===== src/include/cmd_pkg.sv =====
// Constants, carriers and state layout of the cascadable multiply/divide unit
//
// Contract
// - Clear resets sequence counters, shift generator, control bits 1:0; chain pins released.
// - Clear pin or control bit 6 points sequence counters at the head unit.
// - Each strobed access steps the counter from most to least significant unit.
// - A unit answers an access other than a control write only when its count equals its position straps.
// - Four units wrap around naturally; with fewer the host resets the counter.
// - Divide: fixed holds divisor, upper:lower dividend; quotient lower, remainder upper.
// - Divisor not above upper dividend half sets overflow; both results are invalid.
// - Multiply leaves fixed times lower plus old upper in upper:lower.
// - Control bit 3 clears the upper register, bit 2 the lower register.
// - Select lines act only with chip enable and select-high; overflow gated by enable.
// - Carry out feeds the next unit; on the head an active-low overflow.
// - Right chain pins drive during multiply, left pins drive at all other times except during clear.
// - Head drives the shift pulse, others receive it; 8N+1 shifts per operation.
// - Common operate line says whether a shift pulse operates or only shifts.
// - Control bit 7 selects the prescaler; without it one shift per clock.
// - Prescaler divides by 2 for one unit, 4 for two, 8 for more.
// - Write data taken at strobe fall; strobe asynchronous; every strobe with chip enable and select-high steps counter.
// - Read codes 00..11 return fixed, lower, upper and status bytes.
// - Write codes 00..11 load fixed, lower, upper and control; strobe low does nothing.
// - Status byte carries overflow in bit 0 and zeros in bits 1 to 7.
package cmd_pkg;

    localparam int unsigned CMD_WORD_W = 8;
    localparam int unsigned CMD_STEP_W = 6;

    // Register select codes on the mid and low select lines
    localparam logic [1:0] CMD_ADDR_FIXED = 2'h0;
    localparam logic [1:0] CMD_ADDR_LOWER = 2'h1;
    localparam logic [1:0] CMD_ADDR_UPPER = 2'h2;
    localparam logic [1:0] CMD_ADDR_CTRL  = 2'h3;

    // Control word bit positions
    localparam int unsigned CMD_CTL_MUL       = 0;
    localparam int unsigned CMD_CTL_DIV       = 1;
    localparam int unsigned CMD_CTL_CLR_LOWER = 2;
    localparam int unsigned CMD_CTL_CLR_UPPER = 3;
    localparam int unsigned CMD_CTL_UNITS_LSB = 4;
    localparam int unsigned CMD_CTL_SEQ_RST   = 6;
    localparam int unsigned CMD_CTL_PRESCALE  = 7;

    // Status byte: overflow flag position
    localparam int unsigned CMD_STAT_OVF = 0;

    localparam logic [1:0] CMD_POS_HEAD = 2'h3;

    localparam logic [2:0] CMD_UNITS_BASE = 3'h4;
    localparam logic [2:0] CMD_BITS_PER_UNIT_LOG = 3'h0;
    localparam logic [CMD_STEP_W-1:0] CMD_EXTRA_SHIFT = 6'h01;

    // Prescaler reload values: clock cycles per shift minus one
    localparam logic [2:0] CMD_PRE_ONE_UNIT  = 3'h1;
    localparam logic [2:0] CMD_PRE_TWO_UNITS = 3'h3;
    localparam logic [2:0] CMD_PRE_MANY      = 3'h7;

    typedef enum logic [0:0] {CMD_IDLE, CMD_RUN} cmd_phase_t;

    typedef struct packed {
        logic y_left;
        logic y_right;
        logic z_left;
        logic z_right;
    } cmd_chain_t;

    typedef struct packed {
        logic                  clear_n;
        logic                  chip_enable;
        logic                  sel_hi;
        logic                  sel_mid;
        logic                  sel_lo;
        logic                  read_enable;
        logic                  strobe;
        logic [CMD_WORD_W-1:0] data;
        logic [1:0]            pos;
    } cmd_pins_t;

    typedef struct packed {
        logic [CMD_WORD_W-1:0] fixed;
        logic [CMD_WORD_W-1:0] upper;
        logic [CMD_WORD_W-1:0] lower;
        logic [CMD_WORD_W-1:0] ctrl;
        logic                  ovf;
        logic                  spill;
        logic [1:0]            seq;
        cmd_phase_t            phase;
        logic [CMD_STEP_W-1:0] step;
        logic [CMD_STEP_W-1:0] shifts_left;
        logic [2:0]            pre_cnt;
        logic                  shift;
        logic                  shift_oe;
        logic                  stb_prev;
        logic [CMD_WORD_W-1:0] bus_out;
        logic                  bus_oe;
        cmd_chain_t            chain_oe;
    } cmd_state_t;

    localparam cmd_state_t CMD_STATE_RESET = '0;

    // Units in the chain from the control code in bits 5:4
    function automatic logic [2:0] cmd_unit_count(input logic [1:0] code);
        return 3'(CMD_UNITS_BASE - {1'b0, code});
    endfunction : cmd_unit_count

    // Shift pulses per operation, 8N+1
    function automatic logic [CMD_STEP_W-1:0] cmd_total_shifts(input logic [1:0] code);
        return {cmd_unit_count(code), CMD_BITS_PER_UNIT_LOG} + CMD_EXTRA_SHIFT;
    endfunction : cmd_total_shifts

    function automatic logic [2:0] cmd_prescale_max(input logic [1:0] code);
        logic [2:0] units;
        units = cmd_unit_count(code);
        if (units == 3'h1) begin
            return CMD_PRE_ONE_UNIT;
        end else if (units == 3'h2) begin
            return CMD_PRE_TWO_UNITS;
        end
        return CMD_PRE_MANY;
    endfunction : cmd_prescale_max

endpackage : cmd_pkg


===== src/logic/cmd_pin_sync.sv =====
`timescale 1ns/1ps
// Three-stage pin synchroniser with agreement filter
module cmd_pin_sync #(
    parameter int unsigned WIDTH = 1
) (
    // Clock and reset
    input  wire logic             i_clock,
    input  wire logic             i_rst,
    // Raw pins and filtered levels
    input  wire logic [WIDTH-1:0] i_pin,
    output logic      [WIDTH-1:0] o_level
);

    typedef struct packed {
        logic [WIDTH-1:0] s1;
        logic [WIDTH-1:0] s2;
        logic [WIDTH-1:0] s3;
        logic [WIDTH-1:0] level;
    } cmd_sync_state_t;

    cmd_sync_state_t sync_q;
    cmd_sync_state_t sync_d;

    if (WIDTH < 1) begin : g_bad_width
        $error("cmd_pin_sync needs at least one bit");
    end

    // Stage one feeds stage two only; a change counts when stages two and three agree
    always_comb begin
        sync_d       = sync_q;
        sync_d.s1    = i_pin;
        sync_d.s2    = sync_q.s1;
        sync_d.s3    = sync_q.s2;
        sync_d.level = (sync_q.s2 & sync_q.s3) | (sync_q.level & (sync_q.s2 | sync_q.s3));
    end

    always_ff @(posedge i_clock) begin
        if (i_rst) begin
            sync_q <= '0;
        end else begin
            sync_q <= sync_d;
        end
    end

    assign o_level = sync_q.level;

endmodule : cmd_pin_sync


===== src/logic/cmd_unit.sv =====
`timescale 1ns/1ps
// One cascadable multiply/divide slice: host bus, sequencing, shift engine, chain pins
module cmd_unit
    import cmd_pkg::*;
(
    // Clock and reset
    input  wire logic                  i_clock,
    input  wire logic                  i_rst,
    // Host bus pins
    input  wire logic                  i_clear_n,
    input  wire logic                  i_chip_enable,
    input  wire logic                  i_reg_select_hi,
    input  wire logic                  i_reg_select_mid,
    input  wire logic                  i_reg_select_lo,
    input  wire logic                  i_read_enable,
    input  wire logic                  i_bus_strobe,
    input  wire logic [CMD_WORD_W-1:0] i_bus_data,
    output logic      [CMD_WORD_W-1:0] o_bus_data,
    output logic                       o_bus_oe,
    // Position straps
    input  wire logic                  i_position_code_hi,
    input  wire logic                  i_position_code_lo,
    // Cascade carry, operate line and shift timing
    input  wire logic                  i_carry_input_n,
    output logic                       o_carry_out_n,
    output logic                       o_carry_out_oe,
    input  wire logic                  i_operate_or_shift_line,
    input  wire logic                  i_shift,
    output logic                       o_shift,
    output logic                       o_shift_oe,
    // Serial chain pins
    input  wire cmd_chain_t            i_chain,
    output cmd_chain_t                 o_chain,
    output cmd_chain_t                 o_chain_oe
);

    localparam int unsigned PIN_W = $bits(cmd_pins_t);

    cmd_state_t st_q;
    cmd_state_t st_d;

    cmd_pins_t        pin_raw;
    cmd_pins_t        pin;
    logic [PIN_W-1:0] pin_level;

    logic                  is_head;
    logic                  enabled;
    logic                  selected;
    logic                  stb_fall;
    logic                  clearing;
    logic                  pulse;
    logic                  mul_run;
    logic                  div_run;
    logic                  last_step;
    logic                  operate;
    logic                  cin;
    logic                  carry_comb;
    logic                  decide;
    logic                  mul_next;
    logic [1:0]            addr;
    logic [1:0]            unit_code;
    logic [CMD_STEP_W-1:0] total;
    logic [CMD_WORD_W:0]   sum;
    logic [CMD_WORD_W:0]   diff;
    logic [CMD_WORD_W-1:0] upper_op;

    // Host bus and straps come from outside the clock domain
    assign pin_raw = '{
        clear_n:     i_clear_n,
        chip_enable: i_chip_enable,
        sel_hi:      i_reg_select_hi,
        sel_mid:     i_reg_select_mid,
        sel_lo:      i_reg_select_lo,
        read_enable: i_read_enable,
        strobe:      i_bus_strobe,
        data:        i_bus_data,
        pos:         {i_position_code_hi, i_position_code_lo}
    };

    cmd_pin_sync #(
        .WIDTH (PIN_W)
    ) u_pin_sync (
        .i_clock (i_clock),
        .i_rst   (i_rst),
        .i_pin   (pin_raw),
        .o_level (pin_level)
    );

    assign pin = cmd_pins_t'(pin_level);

    assign is_head   = (pin.pos == CMD_POS_HEAD);
    // select lines need enable and select-high
    assign enabled   = pin.chip_enable & pin.sel_hi;
    assign addr      = {pin.sel_mid, pin.sel_lo};
    assign selected  = (st_q.seq == pin.pos);
    assign stb_fall  = st_q.stb_prev & ~pin.strobe;
    assign clearing  = ~pin.clear_n;

    // unit count code in bits 5:4
    assign unit_code = st_q.ctrl[CMD_CTL_UNITS_LSB +: 2];
    assign total     = cmd_total_shifts(unit_code);
    assign last_step = (st_q.step == total - CMD_EXTRA_SHIFT);

    // head uses its own pulse, the others the shared pin
    assign pulse     = is_head ? st_q.shift : i_shift;
    assign mul_run   = (st_q.phase == CMD_RUN) & st_q.ctrl[CMD_CTL_MUL];
    assign div_run   = (st_q.phase == CMD_RUN) & ~st_q.ctrl[CMD_CTL_MUL]
                       & st_q.ctrl[CMD_CTL_DIV];

    // operate line gates the add or subtract; first pulse never operates
    assign operate   = i_operate_or_shift_line & (st_q.step != '0);

    // Carry ripples through the chain inside one clock; active-low pin
    assign cin       = ~i_carry_input_n;
    assign sum       = {1'b0, st_q.upper} + {1'b0, st_q.fixed}
                       + {{CMD_WORD_W{1'b0}}, cin};
    assign diff      = {1'b0, st_q.upper} - {1'b0, st_q.fixed}
                       - {{CMD_WORD_W{1'b0}}, cin};
    assign carry_comb = mul_run ? sum[CMD_WORD_W] : diff[CMD_WORD_W];

    // Head decides a divide step: spilled bit or no borrow means upper >= divisor
    assign decide    = st_q.spill | ~diff[CMD_WORD_W];

    always_comb begin
        upper_op = st_q.upper;
        if (operate && mul_run) begin
            upper_op = sum[CMD_WORD_W-1:0];
        end else if (operate && div_run) begin
            upper_op = diff[CMD_WORD_W-1:0];
        end
    end

    always_comb begin
        st_d          = st_q;
        st_d.stb_prev = pin.strobe;
        st_d.shift    = 1'b0;

        // read path, registered onto the bus
        st_d.bus_oe = enabled & pin.read_enable & selected & pin.clear_n;
        unique case (addr)
            CMD_ADDR_FIXED: st_d.bus_out = st_q.fixed;
            CMD_ADDR_LOWER: st_d.bus_out = st_q.lower;
            CMD_ADDR_UPPER: st_d.bus_out = st_q.upper;
            // overflow in bit 0, the rest zero
            CMD_ADDR_CTRL: begin
                st_d.bus_out               = '0;
                st_d.bus_out[CMD_STAT_OVF] = st_q.ovf;
            end
        endcase

        // shift generator on the head only
        if (is_head && st_q.shifts_left != '0) begin
            if (st_q.pre_cnt == '0) begin
                st_d.shift       = 1'b1;
                st_d.shifts_left = st_q.shifts_left - CMD_EXTRA_SHIFT;
                if (st_q.ctrl[CMD_CTL_PRESCALE]) begin
                    // divide by 2, 4 or 8
                    st_d.pre_cnt = cmd_prescale_max(unit_code);
                end else begin
                    st_d.pre_cnt = '0;
                end
            end else begin
                st_d.pre_cnt = st_q.pre_cnt - 3'h1;
            end
        end

        if (pulse && st_q.phase == CMD_RUN) begin
            if (mul_run) begin
                if (st_q.step != '0) begin
                    st_d.upper = {is_head ? (operate & sum[CMD_WORD_W]) : i_chain.y_left,
                                  upper_op[CMD_WORD_W-1:1]};
                    st_d.lower = {i_chain.z_left, st_q.lower[CMD_WORD_W-1:1]};
                end
            end else if (div_run) begin
                // overflow is the decision seen at the first pulse
                if (st_q.step == '0) begin
                    st_d.ovf = i_operate_or_shift_line;
                end
                // subtract and shift left; quotient bits enter lower
                if (!last_step) begin
                    st_d.upper = {upper_op[CMD_WORD_W-2:0], i_chain.y_right};
                    st_d.spill = upper_op[CMD_WORD_W-1];
                end else begin
                    st_d.upper = upper_op;
                end
                st_d.lower = {st_q.lower[CMD_WORD_W-2:0], i_chain.z_right};
            end
            if (last_step) begin
                st_d.phase = CMD_IDLE;
            end else begin
                st_d.step = st_q.step + CMD_EXTRA_SHIFT;
            end
        end

        if (enabled && stb_fall) begin
            // every strobed access steps the counter
            // four units wrap by modulo count
            st_d.seq = st_q.seq - 2'h1;
            if (!pin.read_enable) begin
                if (addr == CMD_ADDR_CTRL) begin
                    // Control word reaches every unit at once
                    st_d.ctrl  = pin.data;
                    st_d.ovf   = 1'b0;
                    st_d.spill = 1'b0;
                    if (pin.data[CMD_CTL_CLR_UPPER]) begin
                        st_d.upper = '0;
                    end
                    if (pin.data[CMD_CTL_CLR_LOWER]) begin
                        st_d.lower = '0;
                    end
                    if (pin.data[CMD_CTL_SEQ_RST]) begin
                        st_d.seq = CMD_POS_HEAD;
                    end
                    // bits 1:0 start multiply or divide
                    if (pin.data[CMD_CTL_MUL] || pin.data[CMD_CTL_DIV]) begin
                        st_d.phase       = CMD_RUN;
                        st_d.step        = '0;
                        st_d.pre_cnt     = '0;
                        st_d.shifts_left = is_head
                            ? cmd_total_shifts(pin.data[CMD_CTL_UNITS_LSB +: 2]) : '0;
                    end else begin
                        st_d.phase       = CMD_IDLE;
                        st_d.shifts_left = '0;
                    end
                end else if (selected) begin
                    if (addr == CMD_ADDR_FIXED) begin
                        st_d.fixed = pin.data;
                    end else if (addr == CMD_ADDR_LOWER) begin
                        st_d.lower = pin.data;
                    end else begin
                        st_d.upper = pin.data;
                    end
                end
            end
        end

        if (clearing) begin
            st_d.seq         = CMD_POS_HEAD;
            st_d.shifts_left = '0;
            st_d.pre_cnt     = '0;
            st_d.shift       = 1'b0;
            st_d.phase       = CMD_IDLE;
            st_d.ctrl[CMD_CTL_DIV:CMD_CTL_MUL] = 2'h0;
            st_d.bus_oe      = 1'b0;
        end

        // direction follows the mode of the next cycle
        mul_next = (st_d.phase == CMD_RUN) & st_d.ctrl[CMD_CTL_MUL];
        if (clearing) begin
            st_d.chain_oe = '0;
        end else if (mul_next) begin
            st_d.chain_oe = '{y_left: 1'b0, y_right: 1'b1, z_left: 1'b0, z_right: 1'b1};
        end else begin
            st_d.chain_oe = '{y_left: 1'b1, y_right: 1'b0, z_left: 1'b1, z_right: 1'b0};
        end

        // shift pin drives only on the head
        st_d.shift_oe = is_head & ~clearing;
    end

    always_ff @(posedge i_clock) begin
        if (i_rst) begin
            st_q <= CMD_STATE_RESET;
        end else begin
            st_q <= st_d;
        end
    end

    // Chain data; post-operate bits must ripple within the same shift
    assign o_chain = '{
        y_left:  (is_head && div_run) ? decide : upper_op[CMD_WORD_W-1],
        y_right: upper_op[0],
        z_left:  st_q.lower[CMD_WORD_W-1],
        z_right: st_q.lower[0]
    };
    assign o_chain_oe = st_q.chain_oe;

    // head shows active-low overflow, others pass carry on
    assign o_carry_out_n  = is_head ? ~st_q.ovf : ~carry_comb;
    // only chip enable gates the head's overflow pin
    assign o_carry_out_oe = is_head ? pin.chip_enable : 1'b1;

    assign o_shift    = st_q.shift;
    assign o_shift_oe = st_q.shift_oe;
    assign o_bus_data = st_q.bus_out;
    assign o_bus_oe   = st_q.bus_oe;

endmodule : cmd_unit


===== config.mk =====
export PLATFORM = sky130hd
export DESIGN_NAME = cmd_unit
export DESIGN_NICKNAME = d
export VERILOG_FILES = /design/src/include/cmd_pkg.sv /design/src/logic/cmd_pin_sync.sv /design/src/logic/cmd_unit.sv
export SDC_FILE = /design/constraint.sdc
export NUM_CORES = 1
export LEC_CHECK = 0
export ABC_AREA = 1
export BUFFER_PORTS_ARGS = -buffer_cell sky130_fd_sc_hd__buf_2
export CORE_ASPECT_RATIO = 1.4
export CORE_UTILIZATION = 50
export DETAILED_ROUTE_END_ITERATION = 12
export PLACE_DENSITY = 0.73
export SLEW_MARGIN = 20
export SYNTH_ARGS = -nofsm -noshare
export SYNTH_HDL_FRONTEND = slang
export SYNTH_HIERARCHICAL = 1
export SYNTH_SLANG_ARGS = --single-unit

===== constraint.sdc =====
create_clock -name i_clock -period 3 [get_ports i_clock]
set_input_delay 0.15 -clock i_clock [delete_from_list [all_inputs] [get_ports i_clock]]
set_output_delay 0.15 -clock i_clock [all_outputs]
set_load 0.005 [all_outputs]

==> flow_summary.json <==
{
  "setup_viol": 2,
  "place_area_um2": 7140,
  "synth.yosys.warnings": 6,
  "syn_area_per_cell_um2": 7.36,
  "drt_first_pass_iters": 9,
  "initial_core_util_pct": 51.6,
  "worst_pin_slew_ns": 0.982,
  "vias_in_the_first_global_route": 6035,
  "route.detailed.drc": 0,
  "global_route.usage.total_pct": 25.3,
  "worst_setup_skew_after_layout_ns": 0.00786,
  "min_period_ns": 3.60,
  "detail_route.wl_per_cell_um": 14.4,
  "synthToLayoutAreaGrowth_pct": 18.3,
  "synthesis_stage_register_bit_count": 131,
  "power.ir.vdd_worst_uv": 561,
  "power_mw": 4.03,
  "finalHoldViolCount": 0,
  "synth-edff-count": 0,
  "crit_path_start_kind": "flip-flop",
  "power.density_cell_area_nw_per_um2": 491,
  "yosys.cell_types.count": 56,
  "hpwl_um": 12200,
  "numClockSinks": 131,
  "grt_start_max_net_pins": 58,
  "outcome": "finished with violations",
  "final_layout_size_suffix_gt1_share_pct": 18.6,
  "tns_ns": -1.12,
  "antenna_found_initial": 0,
  "cts_buffer_depth": 2,
  "htree_levels": 4,
  "cp.required_ns": 2.85,
  "finalWirelength_um": 17200,
  "grt_first_pass_wirelength_um": 27900,
  "drv_slew": 0,
  "timing.final.crit_share_pct": 120,
  "cts_inserted_buffers": 17,
  "postSynthCellCount": 943,
  "clock-root-buffer": "clkbuf_16",
  "p_leak_nw": 3.73,
  "achievable-frequency_mhz": 278,
  "detail-route-antenna-nets": 0,
  "synthFlopType": "dfxtp_1",
  "cap_viol_max_count": 0,
  "fp.dieW_um": 102,
  "via_per_inst": 5.12,
  "critPathKind": "flip-flop to primary output",
  "unrepaired_setup_endpoints_after_global_routing": "true",
  "design.final.nets": 1065,
  "syn-cell-area_um2": 6940,
  "tritoncts": "done",
  "path_max_fanout": 2,
  "die_outline_area_um2": 14400,
  "fp-row-count": 50,
  "ant_diodes": 0,
  "crit_arrival_ns": 3.45,
  "worst_setup_path_end_kind": "primary output",
  "async_flop_share_pct": 0,
  "drt_iter0_markers": 348,
  "synth.yosys.seq_area_share_pct": 37.8,
  "clk_lat_worst_skew_ns": 0.42,
  "worstHoldPathType": "input port to flip-flop",
  "num_io_pins": 47,
  "layout.cell_area.non_filler_um2": 8210,
  "worst_setup_hold_path_clk_slew_ns": 0.06,
  "violated_checks": "setup timing",
  "vias": 6138,
  "syn-num-nets": 1004,
  "floorplan.core_area_um2": 13500,
  "port_buffers": 46,
  "gr-total-overflow": 0,
  "die_h_um": 141,
  "final_critical_path_setup_slack_ns": -0.598,
  "slew_headroom_pct": 34.3,
  "place_congestion": 1.02
}
==> per-layer routing <==
metal | up-vias | track usage, % | part of all wire (%)
li1 | 3119 | - | -
met1 | 2802 | 25.4 | 39
met2 | 164 | 47.4 | 53
met3 | 53 | 4.38 | 3.7
met4 | 0 | 15.0 | 4.4
met5 | - | 0 | 0
==> sequential cells by signal, indices dropped and copies added (netlist names) <==
register,cells
st_q,48
u_pin_sync/sync_d,34
u_pin_sync/o_level,17
u_pin_sync/sync_q,17
o_bus_data,8
o_chain,2
o_chain_oe,2
o_bus_oe,1
o_shift,1
o_shift_oe,1
==> cells in the final DEF (no fill, tap or decap), types with 3 or more instances in the layout <==
cell type      count
buf_2             45
clkinv_1           3
nand2_1          133
nor2_1           111
inv_1            159
buf_4             20
dlygate4sd3_1     17
nor3_1             9
nor2_2            14
o211ai_1           8
ha_1              30
nor3_4             3
inv_2             14
a21oi_2            4
inv_8              7
nand3_1           31
inv_6              4
buf_6              7
a21oi_1           66
a31oi_1            3
fa_1               3
o21ai_2           12
xor2_1            11
clkbuf_16         17
o22ai_1            4
nand3_2           10
o221ai_1           9
dfxtp_1          130
xnor2_1            5
o21ai_1            4
nand2_4            4
nand2_2            8
nand4_1            6
a22oi_1            4
a221oi_1           3
clkinv_8           3
o21ai_0           62
==> worst paths after layout <==
check	to	slack (ns)	depth (start not counted)	start
worst min-delay path	u_pin_sync/sync_d[24]	0.07	2	i_rst
worst min register to register	u_pin_sync/sync_d[24]	0.40	2	u_pin_sync/sync_d[41]
worst max-delay path	o_carry_out_n	-0.60	21	st_q[52]
worst max register to register	st_q[57]	0.04	22	st_q[52]
==> critical path: stages, from the launching register on <==
cell and delay (ns):
dfxtp_2 0.34, inv_2 0.05, fa_1 0.57, inv_2 0.07, ha_4 0.16, nor2_4 0.11
inv_2 0.06, fa_2 0.38, inv_2 0.08, nand2_4 0.06, nand2_4 0.08, nand2_4 0.06
a21oi_4 0.14, inv_2 0.07, a21oi_2 0.12, nor2_1 0.05, nor2_1 0.12, xor2_1 0.22
nand2_1 0.08, nand2_1 0.06, o21ai_1 0.06, buf_2 0.13
==> per-stage QoR <==
step	setup slack, ns	util, %	instances	hold WS [ns]
after floorplan	0.0130	-	943	0.229
after global placement	-0.345	53.1	1135	0.349
after detailed placement	-0.398	53.1	1135	0.357
after CTS	-0.570	61.5	1217	0.0725
after global routing	-0.825	61.0	1199	0.0819
final	-0.598	61.0	1199	0.0713
==> final cells by class <==
cell class | count | area (µm²)
Fill cell | 1212 | 5240
Multi-Input combinational cell | 587 | 3440
Sequential cell | 131 | 2620
Inverter | 178 | 681
Timing Repair Buffer | 89 | 624
Clock buffer | 17 | 425
Tap cell | 182 | 228
Clock inverter | 15 | 190
==> logic make-up after synthesis <==
group,Yosys count,synth area share [%]
AO/OA/AOI/OAI,198,17.3
XOR/XNOR,16,2.02
adder cells (fa/ha/maj),35,6.74
buffers and inverters,225,14.7
flip-flops,131,37.8
AND/OR/NAND/NOR,338,21.5
==> Yosys cell counts (4+ instances only) <==
library cell	count	area share, %
dfxtp_1	131	38
ha_1	31	5.6
buf_4	32	3.5
nand3_1	40	2.9
fa_1	4	1.2
nand4_1	6	0.54
o21ai_0	63	4.5
o22ai_1	4	0.36
xor2_1	11	1.4
nand2_1	141	7.6
o21ai_2	12	1.5
o211ai_1	8	0.87
inv_2	9	0.49
nor2_1	112	6.1
nor2_2	14	1.3
xnor2_1	5	0.63
buf_2	7	0.50
clkbuf_1	5	0.27
o21ai_1	4	0.29
nor3_1	9	0.65
a21oi_1	69	5.0
o221ai_1	9	1.1
inv_1	164	8.9
a22oi_1	4	0.43
==> timing repair <==
item,CTS,global route
endpoints found under the hold margin,17,0
endpoints found under the setup margin,5,10
gates resized for setup,31,22
hold buffers,17,0
buffers inserted,36,5
pin swaps,20,25
==> power by group <==
part	internal (mW)	switching, mW	total, mW
combinational	0.0703	0.0822	0.152
clock	1.20	0.893	2.10
sequential	1.77	0.0158	1.78
total	3.04	0.991	4.03
No activity file was read; power rests on OpenSTA's default activity.
